$ cat config.mk
export PLATFORM = sky130hd
export DESIGN_NAME = tws_control
export DESIGN_NICKNAME = d
export VERILOG_FILES = /design/src/rtl/tws_pkg.sv /design/src/rtl/tws_control.sv
export SDC_FILE = /design/constraint.sdc
export NUM_CORES = 1
export LEC_CHECK = 0
export ABC_AREA = 1
export BUFFER_PORTS_ARGS = -buffer_cell sky130_fd_sc_hd__buf_2
export CORE_ASPECT_RATIO = 0.6
export CORE_UTILIZATION = 35
export DETAILED_ROUTE_END_ITERATION = 10
export HOLD_SLACK_MARGIN = 0.15
export PLACE_DENSITY = 0.72
export SLEW_MARGIN = 10
export SYNTH_ARGS = -nofsm -noshare
export SYNTH_HDL_FRONTEND = slang
export SYNTH_SLANG_ARGS = --single-unit
$ cat constraint.sdc
create_clock -name clk -period 2.3 [get_ports clk]
set_input_delay 0.23 -clock clk [delete_from_list [all_inputs] [get_ports clk]]
set_output_delay 0.23 -clock clk [all_outputs]
set_load 0.01 [all_outputs]
$ cat src/rtl/tws_pkg.sv
// Purpose: Constants and types for the three-wire start/stop control block
// Assumes: Terminal function codes are 8-bit values, run source code is 2 bits
// Notes: Shared by the control module and its assertions
package tws_pkg;
    localparam int NUM_TERM = 3;
    localparam logic [7:0] FUNC_START = 8'h14;
    localparam logic [7:0] FUNC_STOP = 8'h15;
    localparam logic [7:0] FUNC_DIR = 8'h16;
    localparam logic [7:0] FUNC_NONE = 8'hff;
    localparam logic [1:0] SRC_TERMINAL = 2'h1;
    localparam int STOP_TERM_DEFAULT = 1;

    typedef struct packed {
        logic run;
        logic reverse;
    } tws_drive_s;

    typedef struct packed {
        logic fwd;
        logic rev;
    } tws_net_s;
endpackage

$ cat src/rtl/tws_control.sv
// Purpose: Three-wire start/stop/direction logic for a motor drive
// Assumes: Terminal inputs are asynchronous and active high
// Notes: Profiles are generated elsewhere; this block gives run and direction
`timescale 1ns/1ps
`default_nettype none
module tws_control
    import tws_pkg::*;
(
    input wire logic clk,
    input wire logic reset,
    input wire logic [NUM_TERM-1:0] term_in,
    input wire logic [7:0] term_func_0,
    input wire logic [7:0] term_func_1,
    input wire logic [7:0] term_func_2,
    input wire logic factory_load,
    input wire logic [1:0] run_source,
    input wire logic keypad_run,
    input wire logic keypad_stop,
    input wire tws_net_s net_cmd,
    input wire logic net_select,
    output tws_drive_s drive_out,
    output logic [7:0] func_0_active,
    output logic [7:0] func_1_active,
    output logic [7:0] func_2_active
);

    // ****************************************
    // Terminal function assignment
    // ****************************************
    logic [7:0] func_ff [NUM_TERM];
    logic [7:0] nxt_func [NUM_TERM];

    always_comb begin
        nxt_func[0] = term_func_0;
        nxt_func[1] = term_func_1;
        nxt_func[2] = term_func_2;
        if (factory_load) begin
            nxt_func[0] = FUNC_NONE;
            nxt_func[1] = FUNC_NONE;
            nxt_func[2] = FUNC_NONE;
            nxt_func[STOP_TERM_DEFAULT] = FUNC_STOP;
        end
    end

    always_ff @(posedge clk) begin
        for (int i = 0; i < NUM_TERM; i++) begin
            if (reset) begin
                func_ff[i] <= (i == STOP_TERM_DEFAULT) ? FUNC_STOP : FUNC_NONE;
            end else begin
                func_ff[i] <= nxt_func[i];
            end
        end
    end

    assign func_0_active = func_ff[0];
    assign func_1_active = func_ff[1];
    assign func_2_active = func_ff[2];

    // ****************************************
    // Input synchronisers
    // ****************************************
    logic [NUM_TERM-1:0] s1_ff, s2_ff, s3_ff, clean_ff;
    logic [NUM_TERM-1:0] nxt_clean;

    always_comb begin
        for (int i = 0; i < NUM_TERM; i++) begin
            nxt_clean[i] = (s2_ff[i] == s3_ff[i]) ? s3_ff[i] : clean_ff[i];
        end
    end

    always_ff @(posedge clk) begin
        if (reset) begin
            s1_ff <= '0;
            s2_ff <= '0;
            s3_ff <= '0;
            clean_ff <= '0;
        end else begin
            s1_ff <= term_in;
            s2_ff <= s1_ff;
            s3_ff <= s2_ff;
            clean_ff <= nxt_clean;
        end
    end

    // ****************************************
    // Function decode helpers
    // ****************************************
    // A level counts only on a terminal that carries the function code
    function automatic logic pick(input logic [7:0] code, input logic [NUM_TERM-1:0] lv,
                                  input logic [7:0] f0, input logic [7:0] f1,
                                  input logic [7:0] f2);
        pick = (f0 == code && lv[0]) || (f1 == code && lv[1]) || (f2 == code && lv[2]);
    endfunction

    function automatic logic has(input logic [7:0] code, input logic [7:0] f0,
                                 input logic [7:0] f1, input logic [7:0] f2);
        has = (f0 == code) || (f1 == code) || (f2 == code);
    endfunction

    // ****************************************
    // Run state
    // ****************************************
    typedef enum logic [1:0] {
        ST_IDLE = 2'b00,
        ST_RUN = 2'b01,
        ST_LOCK = 2'b10
    } tws_state_e;

    // Idle waits for a start edge, keypad run or net command.
    // Run holds until stop, keypad stop or net command drop.
    // Lock holds a net forward run halted by stop until forward is released,
    // so a held forward level cannot restart the motor on its own.
    tws_state_e state_ff, nxt_state;
    logic start_prev_ff, nxt_start_prev;
    logic stop_prev_ff;
    logic net_fwd_prev_ff, nxt_net_fwd_prev;
    tws_drive_s drive_ff, nxt_drive;
    logic start_lvl, stop_lvl, dir_lvl, start_edge, net_fwd_edge, src_term, stop_any;

    always_comb begin
        start_lvl = pick(FUNC_START, clean_ff, func_ff[0], func_ff[1], func_ff[2]);
        stop_lvl = pick(FUNC_STOP, clean_ff, func_ff[0], func_ff[1], func_ff[2]);
        dir_lvl = pick(FUNC_DIR, clean_ff, func_ff[0], func_ff[1], func_ff[2]);
        src_term = (run_source == SRC_TERMINAL);
        start_edge = src_term && start_lvl && !start_prev_ff;
        net_fwd_edge = net_cmd.fwd && !net_fwd_prev_ff;
        stop_any = stop_lvl || (!net_select && keypad_stop);
        nxt_start_prev = start_lvl;
        nxt_net_fwd_prev = net_cmd.fwd;
        nxt_state = state_ff;
        nxt_drive = drive_ff;
        case (state_ff)
            ST_IDLE: begin
                if (stop_lvl) begin
                    nxt_state = ST_IDLE;
                end else if (start_edge) begin
                    nxt_state = ST_RUN;
                end else if (!net_select && !src_term && keypad_run && !keypad_stop) begin
                    nxt_state = ST_RUN;
                end else if (net_select && (net_fwd_edge || net_cmd.rev)) begin
                    nxt_state = ST_RUN;
                end
            end
            ST_RUN: begin
                if (stop_any) begin
                    nxt_state = (net_select && net_cmd.fwd) ? ST_LOCK : ST_IDLE;
                end else if (net_select && !net_cmd.fwd && !net_cmd.rev) begin
                    nxt_state = ST_IDLE;
                end
            end
            ST_LOCK: begin
                if (!net_select || !net_cmd.fwd) begin
                    nxt_state = ST_IDLE;
                end
            end
            default: nxt_state = ST_IDLE;
        endcase
        // Stop released with start still held resumes the run
        if (state_ff == ST_IDLE && src_term && !stop_lvl && start_lvl &&
            start_prev_ff && stop_prev_ff) begin
            nxt_state = ST_RUN;
        end
        nxt_drive.run = (nxt_state == ST_RUN) && !stop_lvl;
        if (net_select) begin
            nxt_drive.reverse = net_cmd.rev && !net_cmd.fwd;
        end else if (has(FUNC_DIR, func_ff[0], func_ff[1], func_ff[2])) begin
            nxt_drive.reverse = dir_lvl;
        end else begin
            nxt_drive.reverse = 1'b0;
        end
    end

    always_ff @(posedge clk) begin
        if (reset) begin
            state_ff <= ST_IDLE;
            start_prev_ff <= 1'b0;
            net_fwd_prev_ff <= 1'b0;
            stop_prev_ff <= 1'b0;
            drive_ff <= '0;
        end else begin
            state_ff <= nxt_state;
            start_prev_ff <= nxt_start_prev;
            net_fwd_prev_ff <= nxt_net_fwd_prev;
            stop_prev_ff <= stop_lvl;
            drive_ff <= nxt_drive;
        end
    end

    assign drive_out = drive_ff;

    // ****************************************
    // Checks
    // ****************************************
    a_stop_forces_off: assert property (@(posedge clk) disable iff (reset)
        stop_lvl |=> !drive_out.run) else $error("run while stop active");
    a_stop_halts_net: assert property (@(posedge clk) disable iff (reset)
        (stop_lvl && net_select) |=> !drive_out.run) else $error("net run not halted");
    a_edge_starts: assert property (@(posedge clk) disable iff (reset)
        (start_edge && !stop_lvl && state_ff == ST_IDLE) |=> drive_out.run)
        else $error("start edge ignored");
    a_source_gate: assert property (@(posedge clk) disable iff (reset)
        (!src_term && !net_select && !keypad_run && state_ff == ST_IDLE) |=> !drive_out.run)
        else $error("start taken outside terminal control");
    a_dir_follow: assert property (@(posedge clk) disable iff (reset)
        (!net_select && has(FUNC_DIR, func_ff[0], func_ff[1], func_ff[2]))
        |=> drive_out.reverse == $past(dir_lvl)) else $error("direction not followed");
    a_fwd_only: assert property (@(posedge clk) disable iff (reset)
        (!net_select && !has(FUNC_DIR, func_ff[0], func_ff[1], func_ff[2]))
        |=> !drive_out.reverse) else $error("reverse without direction terminal");
    a_lock_holds: assert property (@(posedge clk) disable iff (reset)
        (state_ff == ST_LOCK && net_select && net_cmd.fwd) |=> !drive_out.run)
        else $error("restart without forward release");
    a_factory_stop: assert property (@(posedge clk) disable iff (reset)
        factory_load |=> func_ff[STOP_TERM_DEFAULT] == FUNC_STOP)
        else $error("stop not on second terminal");
    a_sync_delay: assert property (@(posedge clk) disable iff (reset)
        (s2_ff[0] && s3_ff[0]) |=> clean_ff[0])
        else $error("synchroniser too slow");

    // ****************************************
    // Synchroniser and start history checks
    // ****************************************
    a_sync_agree: assert property (@(posedge clk) disable iff (reset)
        (s2_ff == s3_ff) |=> (clean_ff == $past(s3_ff)))
        else $error("agreed sample not taken");

    a_sync_hold0: assert property (@(posedge clk) disable iff (reset)
        (s2_ff[0] != s3_ff[0]) |=> (clean_ff[0] == $past(clean_ff[0])))
        else $error("terminal 0 glitch passed");

    a_sync_hold1: assert property (@(posedge clk) disable iff (reset)
        (s2_ff[1] != s3_ff[1]) |=> (clean_ff[1] == $past(clean_ff[1])))
        else $error("terminal 1 glitch passed");

    a_sync_hold2: assert property (@(posedge clk) disable iff (reset)
        (s2_ff[2] != s3_ff[2]) |=> (clean_ff[2] == $past(clean_ff[2])))
        else $error("terminal 2 glitch passed");

    a_start_prev: assert property (@(posedge clk) disable iff (reset)
        1'b1 |=> (start_prev_ff == $past(start_lvl)))
        else $error("start history lost");

    // ****************************************
    // Function and run state checks
    // ****************************************
    a_func_follow: assert property (@(posedge clk) disable iff (reset)
        !factory_load |=> (func_0_active == $past(term_func_0) &&
        func_1_active == $past(term_func_1) && func_2_active == $past(term_func_2)))
        else $error("terminal function not taken");

    a_factory_none: assert property (@(posedge clk) disable iff (reset)
        factory_load |=> (func_0_active == FUNC_NONE && func_2_active == FUNC_NONE))
        else $error("factory load left a function");

    a_level_idle: assert property (@(posedge clk) disable iff (reset)
        (state_ff == ST_IDLE && !start_lvl && !net_select && !keypad_run) |=> !drive_out.run)
        else $error("run without start");

    a_stop_ends: assert property (@(posedge clk) disable iff (reset)
        (state_ff == ST_RUN && stop_lvl) |=> (state_ff != ST_RUN))
        else $error("stop did not end run");

    a_resume_run: assert property (@(posedge clk) disable iff (reset)
        (state_ff == ST_IDLE && src_term && !stop_lvl && start_lvl && start_prev_ff &&
        stop_prev_ff) |=> drive_out.run)
        else $error("run not resumed after stop release");

    a_lock_free: assert property (@(posedge clk) disable iff (reset)
        (state_ff == ST_LOCK && !net_cmd.fwd) |=> (state_ff == ST_IDLE))
        else $error("lock not left on forward release");
endmodule
`default_nettype wire

==> metrics.txt, run 1 <==
outcome complete, no violations; ys async rst share 0; crit share post-route 0.5309; CP max-delay cell dfxtp_1; Die W just under 90 um; Max IR drop VDD roughly 0.00030 V; Synth cell types 24; Post-Synthesis Cells a little over 200; CTS sink count 43; Residual DRC 0; crit path time final 1.221 ns; Layout area overhead 45.00%; synthesized net count approximately 240; CTS resizes 0; post-route insts no fill roughly 350; Final Core Density 0.5456; Met3 Routed Length between 200 and 300 um; setup tns final 0 ns; Max clock buf depth 2; highest metal used met4; CTS tree yes; Vias 1425; r2r setup slk about 1.1 ns; Slew Limit Fails 0; Final ANT Viol Nets 0; Final setup violation count 0; first-pass GRT wire length 5678 um; Overall Power 1.410 mW; register area around 860 sq um; hold slack a little under 0.2 ns; crit end category flop; Detailed Route WL 3522 um; grt ovf 0; Die Y-Extent about 54 um; sequential-to-total area share from yosys stat 0.5375; io pins 63; pin count of the biggest net entering global routing 25; Initial Utilization 0.3762; Mapped Area 1602 sq um; share of post-route cells with drive strength above 1 0.2925; input/output buffers 62; worst relative slew slack 0.7987; Worst Path Required about 2.5 ns; die area slightly below 5000 sq um; clock-pin slew on the worst setup and hold paths around 0.080 ns; endpoint arrival time on the critical path between 1 and 1.5 ns; CTS Root Buffer Type clkbuf_8; commonest non-fill, non-tap cell in the layout buf_2; via density per instance slightly above 4; CTS H-tree depth 2; Skew-Pair Late Insertion Delay 0.29 ns; 1st-iter DRT viols 48; area of the core about 4300 sq um; wire length on met2 1412 um; YS warnings 0; Syn Area/Cell just under 8 sq um; total CTS buffers 5; FILL cells 404; # diodes 0; Nets ~330; CP dominant cell by count nand3_1; Max-cap violations 0; skew final ~0.0086 ns; cell-by-cell trace of the critical path nand2_1, nor2_1, nand3_1, nand3_2, nor2_2, nand3_1, nand3_1, nand2_1, inv_1; RSZ-0062 raised after global routing no; Max Freq 0.8190 GHz; slew at the pin closest to its max-slew limit approximately 0.3 ns; HPWL after DPL 2457 um; Synth Register Bits 43; M1 WL roughly 1800 um; startpoint types flop; routability cong. 0.7845; # rows 18; vias in the first global route approximately 1300; Worst Hold Class primary input to flop; footprint of the multi-input gates around 540 sq um; initial antenna violation count 0; DP Cell Count 320; final count of hold timing violations 0; GRT Total Usage 0.1631; Cell Pwr Density 607.2 nW/um^2; Pleak ~1.2 nW; CP Max Fanout 4; Pre-antenna DRT Iters 4; crit path kind flop to flop; Post-synth EDFFs 0; drt wl/cell slightly below 10 um; Most used DFF post-synth dfxtp_1; CP max stage delay 0.40 ns; most frequent cells in the layout buf_2 (62), inv_1 (46), dfxtp_1 (43)
==> cell usage after synthesis, types with 2 or more instances <==
master / number / share of area
dfxtp_1: 43 / 0.54
nand2_1: 21 / 0.049
clkbuf_1: 2 / 0.0047
a211oi_1: 2 / 0.0094
nor2_1: 25 / 0.059
nor2_2: 5 / 0.020
nand3_1: 12 / 0.038
nor3_1: 3 / 0.0094
inv_2: 3 / 0.0070
inv_1: 46 / 0.11
nand4_1: 2 / 0.0078
a21oi_1: 6 / 0.019
or2_2: 4 / 0.016
buf_2: 2 / 0.0063
nor2_4: 2 / 0.014
or2_1: 15 / 0.059
nand3_2: 2 / 0.013
==> critical path: cells and delay by family (launching register included) <==
kind / cells / cell delay [ns]
flops: 1 / 0.40
buf+inv: 1 / 0.04
simple gates: 8 / 0.67
==> per-stage QoR <==
step                setup WS (ns)  area (sq um)
floorplan                   1.169          1602
global placement            1.113          1969
detailed placement          1.084          1969
CTS                         1.069          2322
global route               0.9205          2322
finish                      1.079          2322
==> metal layers <==
metal / global-route usage / vias up
li1: - / 778
met1: 0.2055 / 594
met2: 0.2506 / 50
met3: 0.06787 / 3
met4: 0.06349 / 0
met5: 0 / -
==> kinds of logic (layout without fill, tap and decap cells) <==
kind of cell / after synthesis / after routing / synth area share
AND/OR/NAND/NOR: 93 / 93 / 0.2914
buffers and inverters: 54 / 146 / 0.1281
flip-flops: 43 / 43 / 0.5375
AO/OA/AOI/OAI: 12 / 12 / 0.04297
==> flip-flops by register name (all words and copies together) (netlist names) <==
register         cells
drive_out            2
s3_ff                3
func_ff             24
start_prev_ff        1
s2_ff                3
clean_ff             3
s1_ff                3
stop_prev_ff         1
net_fwd_prev_ff      1
state_ff             2
==> layout make-up <==
class                           count  share of cell area
Clock inverter                      2            0.005927
Tap cell                           60             0.03233
Timing Repair Buffer               89              0.2500
Sequential cell                    43              0.3707
Multi-Input combinational cell    105              0.2306
Clock buffer                        5             0.02963
Inverter                           50             0.08082
==> power by group <==
group / total (mW) / switching [mW] / internal, mW / leakage, nW
combinational: 0.166 / 0.0761 / 0.0896 / 0.811
sequential: 0.788 / 0.0147 / 0.773 / 0.353
clock: 0.457 / 0.249 / 0.208 / 0.0440
total: 1.41 / 0.340 / 1.07 / 1.21
==> final timing paths <==
path                             startpoint              end  cells after the start
worst max register to register  clean_ff[0]     drive_out[1]                      9
worst max-delay path            clean_ff[0]     drive_out[1]                      9
worst min register to register     s1_ff[2]         s2_ff[2]                      2
worst min-delay path             net_cmd[1]  net_fwd_prev_ff                      3
==> what timing repair did <==
action / in CTS / in global routing
endpoints found under the hold margin: 27 / 0
setup buffers: 0 / 0
hold buffers: 27 / 0
(Power assumes the default switching activity.)
==> inputs of run 2 (changes only) <==
Settings changed: PLACE_DENSITY 0.72 to 0.74.
Clock period 2.3 ns to 1 ns, I/O delays scaled along.
==> run 2 against run 1 <==
  * The run now ends with setup timing left
  * Cell area rose by 16%
  * Sequential power rose by 130%
  * Sequential share of layout area fell by 4.0 points
  * Non-clock buffer count rose by 19
  * Global-route usage rose by 0.97 points
  * Core utilization rose by 8.9 points
  * Flip-flop and latch count did not move
  * Clock power rose to 3.1 times the previous value
  * Register-to-register slack got worse by 1.3 ns
  * Worst hold slack got worse by 0.018 ns
  * Total power rose to 2.6 times the previous value
  * Largest cell class unchanged
==> metrics.txt, run 2 (synthesis gave the netlist of run 1 again) <==
outcome complete, but fails checks (was complete, no violations); failing checks setup timing; Place WS -0.2205 ns (was 1.084 ns); highest metal used met4 (unchanged); Nets 350 (was 331); Residual DRC 0 (unchanged); Layout area overhead 68.59% (was 45.00%); FILL cells 359 (was 404); drt wl/cell 10.45 um (was 9.949 um); Top reg by flops func_ff (unchanged); die area 4859 sq um (unchanged); Die Y-Extent 54.40 um (unchanged); Max IR drop VDD 0.0008866 V (was 0.0003010 V); routability cong. 0.7561 (was 0.7845); CP Max Fanout 3 (was 4); clock-pin slew on the worst setup and hold paths 0.09 ns (was 0.08 ns); wire length on met2 1770 um (was 1412 um); # rows 18 (unchanged); Slew Limit Fails 0 (unchanged); GRT Total Usage 0.1728 (was 0.1631); Max-cap violations 0 (unchanged); CTS sink count 43 (unchanged); HPWL after DPL 2560 um (was 2457 um); slew at the pin closest to its max-slew limit 0.3171 ns (was 0.3015 ns); crit share post-route 1.229 (was 0.5309); CTS Root Buffer Type clkbuf_8 (unchanged); crit path kind flop to flop (unchanged); max reg flops 24 (unchanged); footprint of the multi-input gates 665.6 sq um (was 535.5 sq um); final count of hold timing violations 0 (unchanged); via density per instance 4.160 (was 4.025); pin count of the biggest net entering global routing 25 (unchanged); Skew-Pair Late Insertion Delay 0.30 ns (was 0.29 ns); # diodes 0 (unchanged); Final setup violation count 6 (was 0); CTS tree yes (unchanged); most frequent cells in the layout buf_2 (59), inv_1 (38), dlygate4sd3_1 (29) (was buf_2 (62), inv_1 (46), dfxtp_1 (43)); Detailed Route WL 3909 um (was 3522 um); M1 WL 1770 um (was 1812 um); vias in the first global route 1484 (was 1307); Met3 Routed Length 296 um (was 273 um); first-pass GRT wire length 6078 um (was 5678 um); io pins 63 (unchanged); CTS H-tree depth 2 (unchanged); Max clock buf depth 2 (unchanged); area of the core 4257 sq um (unchanged); skew final 0.006599 ns (was 0.008603 ns); 1st-iter DRT viols 20 (was 48); Pleak 1.338 nW (was 1.208 nW); commonest non-fill, non-tap cell in the layout buf_2 (unchanged); Worst Hold Class primary input to flop (unchanged); worst relative slew slack 0.7883 (was 0.7987); crit end category flop (unchanged); Cell Pwr Density 1373 nW/um^2 (was 607.2 nW/um^2); register area 892.1 sq um (was 860.8 sq um); initial antenna violation count 0 (unchanged); Final Core Density 0.6343 (was 0.5456); Die W 89.33 um (unchanged); endpoint arrival time on the critical path 1.48 ns (was 1.41 ns); grt ovf 0 (unchanged); share of post-route cells with drive strength above 1 0.5127 (was 0.2925); startpoint types flop (unchanged); crit path time final 1.229 ns (was 1.221 ns); Vias 1556 (was 1425); Initial Utilization 0.3762 (unchanged); input/output buffers 62 (unchanged); Final ANT Viol Nets 0 (unchanged); Pre-antenna DRT Iters 4 (unchanged); RSZ-0062 raised after global routing yes (was no); Max Freq 0.8137 GHz (was 0.8190 GHz); total CTS buffers 5 (unchanged); PnR worst setup slack -0.2290 ns (was 1.079 ns); Worst Path Required 1.25 ns (was 2.49 ns)
## run 2: repair_timing
item,in CTS,in global routing
hold buffers,29,0
pin swaps,10,23
setup buffers,4,1
resized for setup,20,36
endpoints found under the hold margin,29,0
setup endpoints to repair,5,9
## run 2: metrics by stage
step	TNS, ns	cell area [sq um]	power [mW]	hold WS, ns	std cells
4_1_cts	-0.7085	2589	3.696	0.1776	373
6_report	-0.7430	2700	3.706	0.1790	374
3_5_place_dp	-0.5467	2088	2.183	0.2827	333
2_1_floorplan	-0.2239	1623	2.015	0.1998	202
5_1_grt	-1.129	2700	3.888	0.2018	374
3_3_place_gp	-0.4842	2088	2.177	0.2775	333
## run 2: final timing paths
kind | from | endpoint | slack (ns) | cells past startpoint
setup / recovery | func_ff[2][7] | state_ff[0] | -0.23 | 11
hold / removal | reset | drive_out[0] | 0.18 | 3
setup reg to reg | func_ff[2][7] | state_ff[0] | -0.23 | 11
hold reg to reg | s1_ff[0] | s2_ff[0] | 0.40 | 2
## run 2: area by class of cell
cell class	instances	area share
sequential	43	0.3304
multi-input combinational	105	0.2465
inverter	50	0.06951
clock inverter	2	0.01437
clock buffer	6	0.03058
tap	60	0.02780
timing repair buffer	108	0.2808
## run 2: critical path, stage by stage, from the launching register on
cell and delay (ns):
dfxtp_2 0.33, inv_2 0.06, nand2_2 0.07, nor2_4 0.14, nand3_2 0.11, nand3_2 0.12, nand3_2 0.07, nand2_1 0.06
nand2_1 0.06, nand3_2 0.06, nand2_2 0.05, inv_1 0.05
## run 2: report_power, final
| part | internal (mW) | switching (mW) |
|---|---|---|
| Clock | 0.821 | 0.603 |
| Sequential | 1.78 | 0.0384 |
| Combinational | 0.252 | 0.207 |
## run 2: metal layers
layer | vias up | track usage
li1 | 817 | -
met1 | 676 | 0.2048
met2 | 53 | 0.2901
met3 | 10 | 0.06486
met4 | 0 | 0.06614
met5 | - | 0
==> inputs of run 3 (changes only) <==
--- a/config.mk
+++ b/config.mk
@@ -8,3 +8,3 @@
 export ABC_AREA = 1
-export BUFFER_PORTS_ARGS = -buffer_cell sky130_fd_sc_hd__buf_2
+export BUFFER_PORTS_ARGS = -buffer_cell sky130_fd_sc_hd__buf_4
 export CORE_ASPECT_RATIO = 0.6
@@ -13,3 +13,3 @@
 export HOLD_SLACK_MARGIN = 0.15
-export PLACE_DENSITY = 0.74
+export PLACE_DENSITY_LB_ADDON = 0.05
 export SLEW_MARGIN = 10
--- a/constraint.sdc
+++ b/constraint.sdc
@@ -3,2 +3,2 @@
 set_output_delay 0.1 -clock clk [all_outputs]
-set_load 0.01 [all_outputs]
+set_load 0.02 [all_outputs]
==> run 3 against run 2 <==
  * The flow still finishes with violations (setup timing)
  * Sequential share of layout area fell by 0.40 points
  * Critical path depth did not move
  * Non-clock buffer count fell by 3
  * Setup slack improved by 0.032 ns
  * Register-to-register slack improved by 0.03 ns
  * Clock skew fell by 0.0031 ns
  * Sequential power barely moved
  * Critical path type unchanged
==> metrics.txt, run 3 (synthesis gave the netlist of run 1 again) <==
Top reg by flops func_ff (unchanged); # diodes 0 (unchanged); grt ovf 0 (unchanged); Cell Pwr Density 1322 nW/um^2 (was 1373 nW/um^2); 1st-iter DRT viols 31 (was 20); io pins 63 (unchanged); crit path time final 1.197 ns (was 1.229 ns); Pre-antenna DRT Iters 4 (unchanged); PnR worst setup slack -0.1970 ns (was -0.2290 ns); Vias 1513 (was 1556); Residual DRC 0 (unchanged); post-route cell area 2868 sq um (was 2700 sq um); skew final 0.003451 ns (was 0.006599 ns); die area 4859 sq um (unchanged); max reg flops 24 (unchanged); Hold Path Depth 3 (unchanged); CP Max Fanout 3 (unchanged); via density per instance 4.078 (was 4.160); Worst path depth 11 (unchanged); hold slack 0.1729 ns (was 0.1790 ns); crit end category flop (unchanged); Layout area overhead 79.06% (was 68.59%); failing checks setup timing (unchanged); HPWL after DPL 2468 um (was 2560 um); worst reg2reg path depth 11 (unchanged); CTS Root Buffer Type clkbuf_8 (unchanged); crit path kind flop to flop (unchanged); most frequent cells in the layout buf_4 (65), inv_1 (37), dlygate4sd3_1 (30) (was buf_2 (59), inv_1 (38), dlygate4sd3_1 (29)); sequential share of power 0.473 (was 0.492); Max clock buf depth 2 (unchanged); CP max-delay cell dfxtp_4 (was dfxtp_2); area of the core 4257 sq um (unchanged); Slew Limit Fails 0 (unchanged); Max IR drop VDD 0.0007025 V (was 0.0008866 V); CTS H-tree depth 2 (unchanged); CP top delay family simple AND/OR/NAND/NOR gates (unchanged); CP max stage delay 0.35 ns (was 0.33 ns); Skew-Pair Late Insertion Delay 0.29 ns (was 0.30 ns); Worst Path Required 1.24 ns (was 1.25 ns); drt wl/cell 9.776 um (was 10.45 um); pin count of the biggest net entering global routing 25 (unchanged); Detailed Route WL 3627 um (was 3909 um); Max Freq 0.8354 GHz (was 0.8137 GHz); setup tns final -0.7510 ns (was -0.7430 ns); Final setup violation count 5 (was 6); endpoint arrival time on the critical path 1.44 ns (was 1.48 ns); Die Y-Extent 54.40 um (unchanged); outcome complete, but fails checks (unchanged); DP Cell Count 332 (was 333); post-route insts no fill 371 (was 374); clock-pin slew on the worst setup and hold paths 0.08 ns (was 0.09 ns); final count of hold timing violations 0 (unchanged); first-pass GRT wire length 5851 um (was 6078 um); share of post-route cells with drive strength above 1 0.4887 (was 0.5127); GRT Total Usage 0.1659 (was 0.1728); Nets 347 (was 350); commonest non-fill, non-tap cell in the layout buf_4 (was buf_2); # rows 18 (unchanged); RSZ-0062 raised after global routing yes (unchanged); initial antenna violation count 0 (unchanged); WP buf/inv 3 (was 2); vias in the first global route 1321 (was 1484); CTS sink count 43 (unchanged); worst relative slew slack 0.7943 (was 0.7883); Sw Ratio 0.2199 (was 0.2290); Clock Power Share 0.386 (was 0.384); total CTS buffers 5 (unchanged); Die W 89.33 um (unchanged); Placed Area 2300 sq um (was 2088 sq um); Pleak 1.380 nW (was 1.338 nW); cell-by-cell trace of the critical path inv_2, nand2_2, nor2_4, nand3_2, nand3_4, nand2_1, clkinv_1, nand3_1, nand3_1, nand2_1, inv_1 (was inv_2, nand2_2, nor2_4, nand3_2, nand3_2, nand3_2, nand2_1, nand2_1, nand3_2, nand2_2, inv_1); crit share post-route 1.197 (was 1.229); Worst Hold Class primary input to flop (unchanged); CTS tree yes (unchanged); routability cong. 0.7359 (was 0.7561); Comb pwr share 0.141 (was 0.124); Initial Utilization 0.3762 (unchanged); Psw 0.8335 mW (was 0.8488 mW); startpoint types flop (unchanged); Final ANT Viol Nets 0 (unchanged); Overall Power 3.790 mW (was 3.706 mW); slew at the pin closest to its max-slew limit 0.3081 ns (was 0.3171 ns); Max-cap violations 0 (unchanged); Int Pwr 2.957 mW (was 2.857 mW); input/output buffers 62 (unchanged)
[run 3: power groups by stage]
stage	combinational, mW	clock (mW)	sequential [mW]
after floorplan	0.141	0	1.88
after global placement	0.416	0	1.83
after detailed placement	0.417	0	1.83
after CTS	0.531	1.51	1.79
after global routing	0.586	1.60	1.80
final	0.535	1.46	1.79
[run 3: final timing paths]
path | slack (ns) | to | from
hold / removal | 0.17 | s1_ff[0] | reset
hold reg to reg | 0.40 | s2_ff[1] | s1_ff[1]
setup reg to reg | -0.20 | drive_out[1] | func_ff[0][7]
setup / recovery | -0.20 | drive_out[1] | func_ff[0][7]
[run 3: area by class of cell]
cell class                      instances  area [sq um]
Tap cell                               60         75.07
Timing Repair Buffer                  105         900.9
Clock inverter                          1         30.03
Fill cell                             351          1389
Multi-Input combinational cell        105         640.6
Inverter                               50         187.7
Sequential cell                        43         935.9
Clock buffer                            7         97.59
[run 3: what timing repair did]
action,4_1_cts,5_1_grt
setup endpoints to repair,9,11
endpoints found under the hold margin,29,0
hold buffers,30,0
pin swaps,9,9
gates resized for setup,24,12
buffers inserted,1,0
[run 3: through the flow]
step           setup slack (ns)    util
6_report                -0.1970  0.6737
5_1_grt                 -0.3636  0.6737
4_1_cts                 -0.2039  0.6626
3_5_place_dp            -0.2401  0.5403
3_3_place_gp            -0.2151  0.5403
2_1_floorplan           -0.1331       -
[run 3: per-layer routing]
metal  vias up  track usage  part of all wire
li1        816            -                 -
met5         -            0                 0
met1       653       0.1987              0.47
met3         5      0.05581             0.055
met4         0      0.06349             0.010
met2        39       0.2812              0.46
[run 3: worst reg2reg max path, delay by kind of cell (launching register included)]
kind                   cells  cell delay (ns)
buffers and inverters      3             0.13
AND/OR/NAND/NOR            8             0.68
flip-flops                 1             0.35
